==> config.mk <==
export PLATFORM = sky130hd
export DESIGN_NAME = gposm_top
export DESIGN_NICKNAME = d
export VERILOG_FILES = /design/src/verilog/gposm_pkg.sv /design/src/verilog/gposm_top.sv
export SDC_FILE = /design/constraint.sdc
export NUM_CORES = 1
export LEC_CHECK = 0
export BUFFER_PORTS_ARGS = -buffer_cell sky130_fd_sc_hd__buf_4
export CORE_MARGIN = 4
export CORE_UTILIZATION = 55
export DETAILED_ROUTE_END_ITERATION = 10
export HOLD_SLACK_MARGIN = 0.12
export PLACE_DENSITY = 0.85
export SETUP_SLACK_MARGIN = 0.15
export SLEW_MARGIN = 20
export SYNTH_ARGS = -nofsm -noshare
export SYNTH_HDL_FRONTEND = slang
export SYNTH_SLANG_ARGS = --single-unit
==> constraint.sdc <==
create_clock -name MCLK -period 2.93 [get_ports MCLK]
set_input_delay 0.293 -clock MCLK [delete_from_list [all_inputs] [get_ports MCLK]]
set_output_delay 0.293 -clock MCLK [all_outputs]
set_load 0.1 [all_outputs]
==> src/verilog/gposm_pkg.sv <==
// package for the general-pin output source mux
// assumes one system clock and a byte-wide control port
package gposm_pkg;

    // ----------------------------------------
    // register offsets
    // ----------------------------------------
    localparam logic [7:0] OFF_PIN_TWO_SEL   = 8'h55;
    localparam logic [7:0] OFF_LEVELS        = 8'h56;
    localparam logic [7:0] OFF_INVERSION     = 8'h57;
    localparam logic [7:0] OFF_DIE_IDENT     = 8'h58;

    // ----------------------------------------
    // reset values and field positions
    // ----------------------------------------
    localparam logic [7:0] RST_PIN_TWO_SEL   = 8'h00;
    localparam logic [7:0] RST_LEVELS        = 8'h00;
    localparam logic [7:0] RST_INVERSION     = 8'h00;
    localparam int         SEL_MSB           = 4;
    localparam int         BIT_PIN_TWO       = 5;
    localparam int         BIT_MUTE          = 4;
    localparam int         BIT_PIN_ZERO      = 3;
    localparam logic [1:0] OSC_DIV_LAST      = 2'h1;

    // ----------------------------------------
    // pin-two source codes
    // ----------------------------------------
    typedef enum logic [4:0] {
        SEL_OFF       = 5'b00000,
        SEL_DSP       = 5'b00001,
        SEL_SW_LEVEL  = 5'b00010,
        SEL_MUTE_BOTH = 5'b00011,
        SEL_MUTE_LEFT = 5'b00100,
        SEL_CLK_BAD   = 5'b00110,
        SEL_SER_OUT   = 5'b00111,
        SEL_PUMP_CLK  = 5'b01011,
        SEL_UV_HIGH   = 5'b01110,
        SEL_UV_LOW    = 5'b01111,
        SEL_OSC_DIV4  = 5'b10001
    } gposm_sel_type;

endpackage

==> src/verilog/gposm_top.sv <==
// general-pin output source mux with its control registers
// assumes all inputs synchronous to MCLK; selectors for pin zero and mute kept outside
//
// How it works
// - five-bit selector picks pin-two source; drives pin only in output direction
// - code 0000 gives constant zero; code 0001 passes processor pin-two output
// - code 0010 routes software level bit 5 to pin two
// - code 0011 both channels auto-muted; code 0100 left auto-mute flag
// - code 0110 gives clock error or changing or missing flag
// - code 0111 drives serial audio output stream onto pin two
// - code 1011 drives charge pump clock onto pin two
// - codes 1110 and 1111 give high and low supply-threshold flags
// - code 10001 gives oscillator clock divided by four
// - any unassigned selector code gives constant zero
// - level bit 5 sets pin two level while its selector is 0010
// - level bit 4 sets mute pin level while its selector is 0010
// - level bit 3 sets pin zero level while its selector is 0010
// - inversion bit 5 inverts pin two for any source
// - inversion bit 4 inverts mute pin for any source
// - inversion bit 3 inverts pin zero for any source
module gposm_top
    import gposm_pkg::*;
#(
    // arbitrary value, not a real part code
    parameter logic [7:0] DIE_IDENT = 8'h5a
)(
    input  wire logic       MCLK,
    input  wire logic       RST,
    input  wire logic [7:0] REG_ADDR,
    input  wire logic       REG_WR,
    input  wire logic [7:0] REG_WDATA,
    input  wire logic       REG_RD,
    output logic      [7:0] REG_RDATA,
    output logic            REG_RVALID,
    input  wire logic       PIN_TWO_DIR_OUT,
    input  wire logic       PIN_ZERO_DIR_OUT,
    input  wire logic [4:0] PIN_ZERO_SOURCE_SEL,
    input  wire logic       PIN_ZERO_OTHER_SRC,
    input  wire logic [4:0] MUTE_SOURCE_SEL,
    input  wire logic       MUTE_OTHER_SRC,
    input  wire logic       DSP_PIN_TWO_OUT,
    input  wire logic       AUTO_MUTE_LEFT,
    input  wire logic       AUTO_MUTE_RIGHT,
    input  wire logic       CLK_ERROR,
    input  wire logic       CLK_CHANGING,
    input  wire logic       CLK_MISSING,
    input  wire logic       SERIAL_AUDIO_OUT,
    input  wire logic       PUMP_CLK,
    input  wire logic       SOFT_MUTE_UV_HIGH,
    input  wire logic       SOFT_MUTE_UV_LOW,
    input  wire logic       OSC_CLK_IN,
    output logic            GENERAL_PIN_TWO_OUT,
    output logic            GENERAL_PIN_TWO_OE_N,
    output logic            GENERAL_PIN_ZERO_OUT,
    output logic            GENERAL_PIN_ZERO_OE_N,
    output logic            MUTE_PIN_OUT
);

    // ----------------------------------------
    // registers
    // ----------------------------------------
    logic [7:0] sel_q,   sel_d;
    logic [7:0] level_q, level_d;
    logic [7:0] inv_q,   inv_d;
    logic [7:0] rdata_q, rdata_d;
    logic       rvalid_q, rvalid_d;

    always_comb
    begin
        sel_d    = sel_q;
        level_d  = level_q;
        inv_d    = inv_q;
        rdata_d  = rdata_q;
        rvalid_d = REG_RD;
        if (REG_WR)
        begin
            case (REG_ADDR)
                OFF_PIN_TWO_SEL: sel_d   = REG_WDATA;
                OFF_LEVELS:      level_d = REG_WDATA;
                OFF_INVERSION:   inv_d   = REG_WDATA;
                default:         ;
            endcase
        end
        if (REG_RD)
        begin
            case (REG_ADDR)
                OFF_PIN_TWO_SEL: rdata_d = sel_q;
                OFF_LEVELS:      rdata_d = level_q;
                OFF_INVERSION:   rdata_d = inv_q;
                OFF_DIE_IDENT:   rdata_d = DIE_IDENT;
                default:         rdata_d = 8'h00;
            endcase
        end
    end

    always_ff @(posedge MCLK or posedge RST)
    begin
        if (RST)
        begin
            sel_q    <= RST_PIN_TWO_SEL;
            level_q  <= RST_LEVELS;
            inv_q    <= RST_INVERSION;
            rdata_q  <= 8'h00;
            rvalid_q <= 1'b0;
        end
        else
        begin
            sel_q    <= sel_d;
            level_q  <= level_d;
            inv_q    <= inv_d;
            rdata_q  <= rdata_d;
            rvalid_q <= rvalid_d;
        end
    end

    // ----------------------------------------
    // oscillator divide by four
    // ----------------------------------------
    logic       osc_prev_q, osc_prev_d;
    logic [1:0] osc_cnt_q,  osc_cnt_d;
    logic       div_q,      div_d;

    always_comb
    begin
        osc_prev_d = OSC_CLK_IN;
        osc_cnt_d  = osc_cnt_q;
        div_d      = div_q;
        if (OSC_CLK_IN && !osc_prev_q)
        begin
            if (osc_cnt_q == OSC_DIV_LAST)
            begin
                osc_cnt_d = 2'h0;
                div_d     = !div_q;
            end
            else
            begin
                osc_cnt_d = osc_cnt_q + 2'h1;
            end
        end
    end

    always_ff @(posedge MCLK or posedge RST)
    begin
        if (RST)
        begin
            osc_prev_q <= 1'b0;
            osc_cnt_q  <= 2'h0;
            div_q      <= 1'b0;
        end
        else
        begin
            osc_prev_q <= osc_prev_d;
            osc_cnt_q  <= osc_cnt_d;
            div_q      <= div_d;
        end
    end

    // ----------------------------------------
    // source mux, inversion, pin drivers
    // ----------------------------------------
    logic two_q,  two_d;
    logic two_oe_n_q, two_oe_n_d;
    logic zero_q, zero_d;
    logic zero_oe_n_q, zero_oe_n_d;
    logic mute_q, mute_d;
    logic two_src;
    logic zero_src;
    logic mute_src;

    always_comb
    begin
        case (gposm_sel_type'(sel_q[SEL_MSB:0]))
            SEL_OFF:       two_src = 1'b0;
            SEL_DSP:       two_src = DSP_PIN_TWO_OUT;
            SEL_SW_LEVEL:  two_src = level_q[BIT_PIN_TWO];
            SEL_MUTE_BOTH: two_src = AUTO_MUTE_LEFT && AUTO_MUTE_RIGHT;
            SEL_MUTE_LEFT: two_src = AUTO_MUTE_LEFT;
            SEL_CLK_BAD:   two_src = CLK_ERROR || CLK_CHANGING || CLK_MISSING;
            SEL_SER_OUT:   two_src = SERIAL_AUDIO_OUT;
            SEL_PUMP_CLK:  two_src = PUMP_CLK;
            SEL_UV_HIGH:   two_src = SOFT_MUTE_UV_HIGH;
            SEL_UV_LOW:    two_src = SOFT_MUTE_UV_LOW;
            SEL_OSC_DIV4:  two_src = div_q;
            default:       two_src = 1'b0;
        endcase
        zero_src = (PIN_ZERO_SOURCE_SEL == SEL_SW_LEVEL) ? level_q[BIT_PIN_ZERO] : PIN_ZERO_OTHER_SRC;
        mute_src = (MUTE_SOURCE_SEL == SEL_SW_LEVEL) ? level_q[BIT_MUTE] : MUTE_OTHER_SRC;
        two_d = two_src ^ inv_q[BIT_PIN_TWO];
        zero_d = zero_src ^ inv_q[BIT_PIN_ZERO];
        mute_d = mute_src ^ inv_q[BIT_MUTE];
        two_oe_n_d  = !PIN_TWO_DIR_OUT;
        zero_oe_n_d = !PIN_ZERO_DIR_OUT;
    end

    always_ff @(posedge MCLK or posedge RST)
    begin
        if (RST)
        begin
            two_q       <= 1'b0;
            two_oe_n_q  <= 1'b1;
            zero_q      <= 1'b0;
            zero_oe_n_q <= 1'b1;
            mute_q      <= 1'b0;
        end
        else
        begin
            two_q       <= two_d;
            two_oe_n_q  <= two_oe_n_d;
            zero_q      <= zero_d;
            zero_oe_n_q <= zero_oe_n_d;
            mute_q      <= mute_d;
        end
    end

    assign GENERAL_PIN_TWO_OUT   = two_q;
    assign GENERAL_PIN_TWO_OE_N  = two_oe_n_q;
    assign GENERAL_PIN_ZERO_OUT  = zero_q;
    assign GENERAL_PIN_ZERO_OE_N = zero_oe_n_q;
    assign MUTE_PIN_OUT          = mute_q;
    assign REG_RDATA             = rdata_q;
    assign REG_RVALID            = rvalid_q;

    logic [4:0] s5;
    assign s5 = sel_q[SEL_MSB:0];
endmodule
# Word level (Yosys, flattened, before mapping)
# Cells that the tools add are included.
word_totals:
  word_cells: 51
  reg_bits: 42
  in_bits: 45
  output_inout_bits: 14
op_classes:
  n_eq_ne: 17
  n_mux: 5
  n_addsub: 1
  n_reduce_logical: 12
  bitwise_logic: 3
op_table:
  columns: ["op", "count"]
  rows:
  - ["$eq 8x7->1 const B", 4]
  - ["$pmux 8 s4", 1]
  - ["$eq 5x2->1 const B", 4]
  - ["$eq 5x3->1 const B", 3]
  - ["$eq 5x4->1 const B", 3]
  - ["$pmux 1 s10", 1]
  - ["$reduce_and 2->1", 4]
  - ["$eq 5x1->1 const B", 1]
  - ["$eq 5x5->1 const B", 1]
  - ["$logic_not 1->1", 4]
  - ["$xor 1x1->1", 3]
  - ["$add 2x1->2 const B", 1]
  - ["$eq 2x1->1 const B", 1]
  - ["$logic_and 1x1->1", 2]
  - ["$logic_or 1x1->1", 2]
  - ["$mux 1", 2]
  - ["$mux 2", 1]

# Depth between registers and ports, before layout
# Gate-level depths: netlist of run 1.
logic_depth:
  word_depth: 4
  depth_mapped: 6

# Worst setup path after synthesis of run 1
# Ideal clock, no wire load.
synth_path:
  kind: "input -> register"
  startpoint: "input port REG_ADDR[0]"
  endpoint: "register sel_q[0]"
  path_stages: 6
  arrival_time_ps: 1307
  path_slack_ps: 1498
  path_cell_list: "buf_4 nor2b_4 and3_1 buf_4 nand2_4 mux2_2"
synth_between:
  elab_chain_len: 2
synth_rtl:
  columns: ["item", "line", "source"]
  rows:
  - ["from (decl)", "gposm_top.sv:29", "input wire logic [7:0] REG_ADDR,"]
  - ["$eq 8x7->1", "gposm_top.sv:77", "case (REG_ADDR)"]
  - ["$reduce_and 2->1 (no line)", null, null]
  - ["to (signal assigned)", "gposm_top.sv:108", "sel_q <= sel_d;"]
  - ["to (decl)", "gposm_top.sv:62", "logic [7:0] sel_q, sel_d;"]
# No other way between the ends.
# A chain may end at the register's enable or synchronous reset.

# Worst setup path in the final report of run 1
layout_path:
  startpoint: "register sel_q[1]"
  endpoint: "register two_q (netlist: GENERAL_PIN_TWO_OUT)"
layout_between:
  elab_chain_len: 3
  word_cells_on_any_way: 12
  cone_classes: "eq/ne: 10; mux: 1; bitwise: 1"
layout_rtl:
  columns: ["item", "line", "source"]
  rows:
  - ["$eq 5x5->1, or another cell as far along", "gposm_top.sv:172", "case (gposm_sel_type'(sel_q[SEL_MSB:0]))"]
  - ["$pmux 1 s10 *", "gposm_top.sv:172", null]
  - ["$xor 1x1->1 *", "gposm_top.sv:188", "two_d = two_src ^ inv_q[BIT_PIN_TWO];"]
  - ["net two_d", "gposm_top.sv:161", "logic two_q, two_d;"]
  - ["to (signal assigned)", "gposm_top.sv:207", "two_q <= two_d;"]
  - ["to (decl)", "gposm_top.sv:161", null]
# Mark *: on every way through the listed nets, which the timed path passes. The rest lies on a longest branch.

==> results of run 1 <==
## cell type report
type | count | area, um^2 | share of cell area [%]
Sequential cell | 42 | 1050 | 39.1
Clock inverter | 2 | 37.5 | 1.39
Tap cell | 48 | 60.1 | 2.23
Multi-Input combinational cell | 104 | 968 | 35.9
Timing Repair Buffer | 62 | 473 | 17.5
Clock buffer | 6 | 72.6 | 2.69
Inverter | 8 | 30.0 | 1.11
## what timing repair did
item,4_1_cts,5_1_grt
gates resized for setup,0,0
endpoints found under the setup margin,0,0
hold endpoints to repair,3,0
hold buffers,3,0
## state kept, by name, summed over array words and instances (netlist names)
register               count
level_q                    8
sel_q                      8
inv_q                      8
REG_RVALID                 1
GENERAL_PIN_TWO_OUT        1
GENERAL_PIN_ZERO_OE_N      1
REG_RDATA                  8
osc_cnt_q                  2
div_q                      1
GENERAL_PIN_TWO_OE_N       1
osc_prev_q                 1
GENERAL_PIN_ZERO_OUT       1
MUTE_PIN_OUT               1
## tightest hold or removal path, stage by stage
cell   delay, ns
buf_4       0.11
inv_1       0.04
buf_4       0.42
## routing by layer
| layer | wire, um | up-vias | global-route usage, % |
|---|---|---|---|
| met5 | 0 | - | 0 |
| met4 | 147 | 0 | 12.6 |
| met3 | 353 | 15 | 5.80 |
| met2 | 2430 | 71 | 34.0 |
| met1 | 1820 | 764 | 24.1 |
| li1 | - | 714 | - |
## kinds of logic (layout without fill, tap and decap cells)
kind of cell              after synthesis  after routing  share of synthesized area (%)
buffers and inverters                  15             78                           3.64
AOI/OAI and AO/OA                      29             29                           10.9
DFF                                    42             42                           50.2
muxes                                  31             31                           19.4
and+or+nand+nor                        40             40                           14.3
xor gates and xnor gates                4              4                           1.67
## final timing paths
path,start,to,slack [ns]
setup / recovery,sel_q[1],GENERAL_PIN_TWO_OUT,1.23
hold / removal,RST,osc_prev_q,0.12
setup reg to reg,sel_q[1],GENERAL_PIN_TWO_OUT,1.23
hold reg to reg,div_q,div_q,0.47
max in group asynchronous,RST,GENERAL_PIN_TWO_OE_N,2.44
min in group MCLK,REG_RD,REG_RVALID,0.19
## placed cells by master, fill, tap and decap left out, drive strengths merged, types with 4 or more instances in the layout
| cell type | count |
|---|---|
| buf | 59 |
| dfrtp | 40 |
| mux2 | 29 |
| a22oi | 8 |
| inv | 8 |
| nor2b | 7 |
| nand2 | 7 |
| clkbuf | 6 |
| a211oi | 4 |
| a2bb2oi | 4 |
| o22ai | 4 |
## power groups by stage
stage / combinational [mW] / clock [mW] / sequential [mW]
after floorplan: 0.0791 / 0 / 0.693
after global placement: 0.190 / 0 / 0.656
after detailed placement: 0.197 / 0 / 0.657
after CTS: 0.200 / 0.457 / 0.647
after global routing: 0.214 / 0.488 / 0.651
final: 0.198 / 0.449 / 0.648
## through the flow
step | util, % | std cells | power (mW) | setup slack, ns | cell area, um^2
3_3_place_gp | 69.8 | 261 | 0.845 | 1.27 | 2550
5_1_grt | 73.6 | 272 | 1.35 | 1.17 | 2700
3_5_place_dp | 69.8 | 261 | 0.854 | 1.21 | 2550
6_report | 73.6 | 272 | 1.29 | 1.23 | 2700
2_1_floorplan | - | 161 | 0.772 | 1.50 | 2100
4_1_cts | 73.6 | 272 | 1.30 | 1.26 | 2700
==> results.ini, run 1 <==
[timing]
hold-worst-slack_ns=0.124
drv_slew=0
max-slew-margin-rel_pct=66.5
finalClockSkew_ns=0.00320
setup_tns_ns=0
setup_viol=0
worstMarginPinSlew_ns=0.503
fin_crit_sh_pct=58.0
max_freq_mhz=589
rsz0062_at_grt=false
layout_min_cycle_time_ns=1.70
hold_violations=0

[final_layout]
syn_to_final_growth_pct=28.4
n_fill_cell=238
antenna_cells=0
drive_above_1_share_pct=46.4
layout.nets=268

[synthesis]
yosys_register_bits=42
synth.avg_cell_area_um2=13.0
yosysTopAreaCellShare_pct=47.7
ys_warn_count=0
synth_ff_type=dfrtp_1
synthTopCellsByArea=dfrtp_1 48%, mux2_4 11%, mux2_2 7.0%
syn_area_um2=2100
synth_cell_types=44
synth_fp_nets=206
yosysMostFrequentCell=dfrtp_1
yosys-top-cells-count=40 x dfrtp_1, 16 x mux2_4, 13 x mux2_2
synthArstFlopShare_pct=100
synth_top_area_cell=dfrtp_1
synth_edf_count=0
syn_inst=161
synth_seq_area_share_pct=50.2

[placed_design]
dp_hpwl_um=3560
globalplace.congestion=0.892
port_buffers=58

[floorplanning]
fp.coreArea_um2=3660
start_util_pct=57.3
die_area_um2=4870
io_pins=59
die_h_um=69.8
die_w_um=69.8
rows=22

[grt]
grt_max_degree=43
overflow=0
grt_antenna_before_repair=0
grt_usage_pct=20.8
grt_pass1_wl_um=7950
grt_pass1_vias=1669

[power]
peakVddDrop_mv=0.444
p_comb_share_pct=15.3
power_per_cell_area_nw_per_um2=480
power.internal_mw=0.966
p_switching_mw=0.328
power_leakage_nw=1.32
seqPwrFrac_pct=50.0
pwr-share-clk_pct=34.7
switching_share_pct=25.4

[clock_tree]
clk_pin_slew_worst_paths_ns=0.08
clockBufferDepth=2
cts_root_buffer=clkbuf_8
cts_tree=done
worstSkewPairLatency_ns=0.29
htreeDepth=2
cts_setup_buffers=0
cts_sinks=42
cts_buffers=5

[drt]
drtIter0Drc=143
wirelength_um=4750
vias=1564
wl_per_cell_um=17.5
ant_nets=0
viasPerCell=5.75
drt_drc_violations_left=0
first_pass_iters=4

[critical_path]
worstSetupStartpointType=register
cp_slowest_cell=dfrtp_1
max_stage_delay_ns=0.53
endpoint_kind=register
cp_data_required_time_ns=3.13
worst-path-stages=4
worstPathArrival_ns=1.90
worstRegToRegCells=4
cp_cell_sequence=or4b_1 > o2111ai_1 > nand2_1 > a221oi_2
critPathMaxFanout=10
path_buf_inv=0
worst-setup-path-type=register to register
critPathTopFamily=simple AND/OR/NAND/NOR gates

[job]
drv_cap=0

[worst_hold_path]
hold_path.class=input pin to asynchronous set/reset pin

[run_status]
status=finished, final reports clean

Power figures use the tool's default switching activity.
==> run 2: changes to the inputs <==
Settings changed: CORE_UTILIZATION 55 to 52, PLACE_DENSITY 0.85 to 0.81.
Clock period 2.93 ns to 1.6 ns, I/O delays scaled along.
==> run 2 against run 1 <==
  * Setup slack got worse by 1.1 ns
  * Largest cell class unchanged
  * Combinational power grew 99%
  * Register-to-register slack got worse by 1.1 ns
  * Utilization up 0.90 points
  * Clock skew increased by 0.0033 ns
  * Fmax is 19% higher
  * Critical path depth unchanged
  * Sequential cell count did not move
  * Power rose by 76%
  * Die area rose by 5.1%
  * Highest routed layer unchanged
  * Clock power rose by 56%
  * Cell area is 4.3% higher
==> results.ini, run 2 (synthesis gave the netlist of run 1 again) <==
[floorplanning]
die_h_um=71.5  ; +2.5%
io_pins=59  ; unchanged
die_area_um2=5120  ; +5.1%
rows=22  ; unchanged
fp.coreArea_um2=3770  ; +3.0%
die_w_um=71.5  ; +2.5%
start_util_pct=55.6  ; -1.7 points

[clock_tree]
cts_tree=done
worstSkewPairLatency_ns=0.30  ; about the same
cts_buffers=5  ; unchanged
cts_root_buffer=clkbuf_8
cts_setup_buffers=0  ; unchanged
cts_sinks=42  ; unchanged
clockBufferDepth=2  ; unchanged
clk_pin_slew_worst_paths_ns=0.08  ; about the same
htreeDepth=2  ; unchanged

[drt]
drt_drc_violations_left=0  ; unchanged
wirelength_um=4840  ; +1.9%
first_pass_iters=4  ; unchanged
wl_per_cell_um=17.0  ; -2.7%
vias=1591  ; +1.7%
viasPerCell=5.58  ; -2.9%
ant_nets=0  ; unchanged
drtIter0Drc=105  ; -27%

[final_layout]
layout.nets=281  ; +4.9%
syn_to_final_growth_pct=33.9
final_cell_mix=64 x buf_4, 40 x dfrtp_1, 16 x mux2_4, 13 x mux2_2, 11 x dlygate4sd3_1
drive_above_1_share_pct=47.3  ; +0.83 points
final_area_um2=2810  ; +4.3%
final_cells=285  ; +4.8%
final_common_cell=buf_4
antenna_cells=0  ; unchanged

[critical_path]
cp_slowest_cell=or4b_1
max_stage_delay_ns=0.47  ; -0.06 ns
endpoint_kind=register
critPathMaxFanout=2  ; -8
critPathTopFamily=simple AND/OR/NAND/NOR gates
worst-setup-path-type=register to register
worstSetupStartpointType=register
cp_data_required_time_ns=1.81  ; -1.32 ns
cp_cell_sequence=or4b_1 > o2111ai_2 > nand2_1 > a221oi_2
path_buf_inv=0  ; unchanged
worstPathArrival_ns=1.63  ; -0.27 ns

[placed_design]
port_buffers=58  ; unchanged
globalplace.congestion=0.881  ; -1.2%
dp_hpwl_um=3550  ; -0.17%
dp.cells=266  ; +1.9%
place_area_um2=2590  ; +1.5%

[timing]
rsz0062_at_grt=false
hold_violations=0  ; unchanged
max_freq_mhz=702  ; +19%
setup_tns_ns=0  ; unchanged
drv_slew=0  ; unchanged
setup_viol=0  ; unchanged
layout_min_cycle_time_ns=1.42  ; -0.275 ns
worstMarginPinSlew_ns=0.514  ; +0.0107 ns
max-slew-margin-rel_pct=65.8  ; -0.71 points
fin_crit_sh_pct=89.0  ; +31 points
finalClockSkew_ns=0.00653  ; +0.00334 ns

[power]
switching_share_pct=26.6  ; +1.2 points
power_leakage_nw=1.38  ; +4.7%
p_comb_share_pct=17.3  ; +2.0 points
power.internal_mw=1.67  ; +73%
p_switching_mw=0.605  ; +84%
power_per_cell_area_nw_per_um2=810  ; +69%
pwr-share-clk_pct=30.8  ; -3.9 points
seqPwrFrac_pct=51.9  ; +1.9 points
peakVddDrop_mv=0.699  ; +57%

[grt]
grt_pass1_wl_um=7920  ; -0.34%
grt_max_degree=43  ; unchanged
grt_antenna_before_repair=0  ; unchanged
grt_usage_pct=19.9  ; -0.88 points
overflow=0  ; unchanged
grt_pass1_vias=1680  ; +0.66%

[run_status]
status=finished, final reports clean

[job]
drv_cap=0  ; unchanged

[worst_hold_path]
hold_path.class=input pin to register

run 2: path summary, 6_finish.rpt:
path                              startpoint                     to  cells past startpoint  slack, ns
worst max register to register      sel_q[1]    GENERAL_PIN_TWO_OUT                      4       0.18
min in group asynchronous                RST           osc_cnt_q[1]                      4       0.55
worst max-delay path                sel_q[1]    GENERAL_PIN_TWO_OUT                      4       0.18
worst min register to register         div_q                  div_q                      1       0.47
worst min-delay path            REG_WDATA[2]               inv_q[2]                      2       0.12
max in group asynchronous                RST  GENERAL_PIN_ZERO_OE_N                      4       0.69
run 2: final cells by class:
cell class	instances	area, um^2
Sequential cell	42	1050
Multi-Input combinational cell	104	985
Fill cell	247	961
Timing Repair Buffer	75	591
Clock buffer	7	86.3
Tap cell	48	60.1
Inverter	8	30.0
Clock inverter	1	5.00
run 2: power by group through the flow:
stage          Clock, mW  Sequential, mW  Combinational, mW
2_1_floorplan          0            1.27              0.145
3_3_place_gp           0            1.19              0.356
3_5_place_dp           0            1.20              0.369
4_1_cts            0.703            1.18              0.390
5_1_grt            0.761            1.19              0.426
6_report           0.701            1.18              0.394
run 2: what timing repair did:
action	4_1_cts	5_1_grt
hold endpoints to repair	54	3
hold buffers	10	1
resized for setup	0	3
setup endpoints to repair	0	1
run 2: through the flow:
| step | power, mW | worst slack [ns] | util (%) | hold slack (ns) |
|---|---|---|---|---|
| 4_1_cts | 2.27 | 0.183 | 73.8 | 0.120 |
| 5_1_grt | 2.37 | 0.128 | 74.5 | 0.121 |
| 3_3_place_gp | 1.55 | 0.153 | 68.7 | 0.272 |
| 3_5_place_dp | 1.57 | 0.110 | 68.7 | 0.275 |
| 6_report | 2.28 | 0.176 | 74.5 | 0.119 |
| 2_1_floorplan | 1.41 | 0.184 | - | 0.186 |
run 2: per-layer routing:
metal  global-route usage (%)  vias to the layer above  part of all wire, %  wire length, um
met1                     24.5                      789                   40             1930
met5                        0                        -                    0                0
met2                     32.4                       53                   50             2430
li1                         -                      740                    -                -
met3                     7.15                        9                  8.0              388
met4                     7.10                        0                  2.1              100
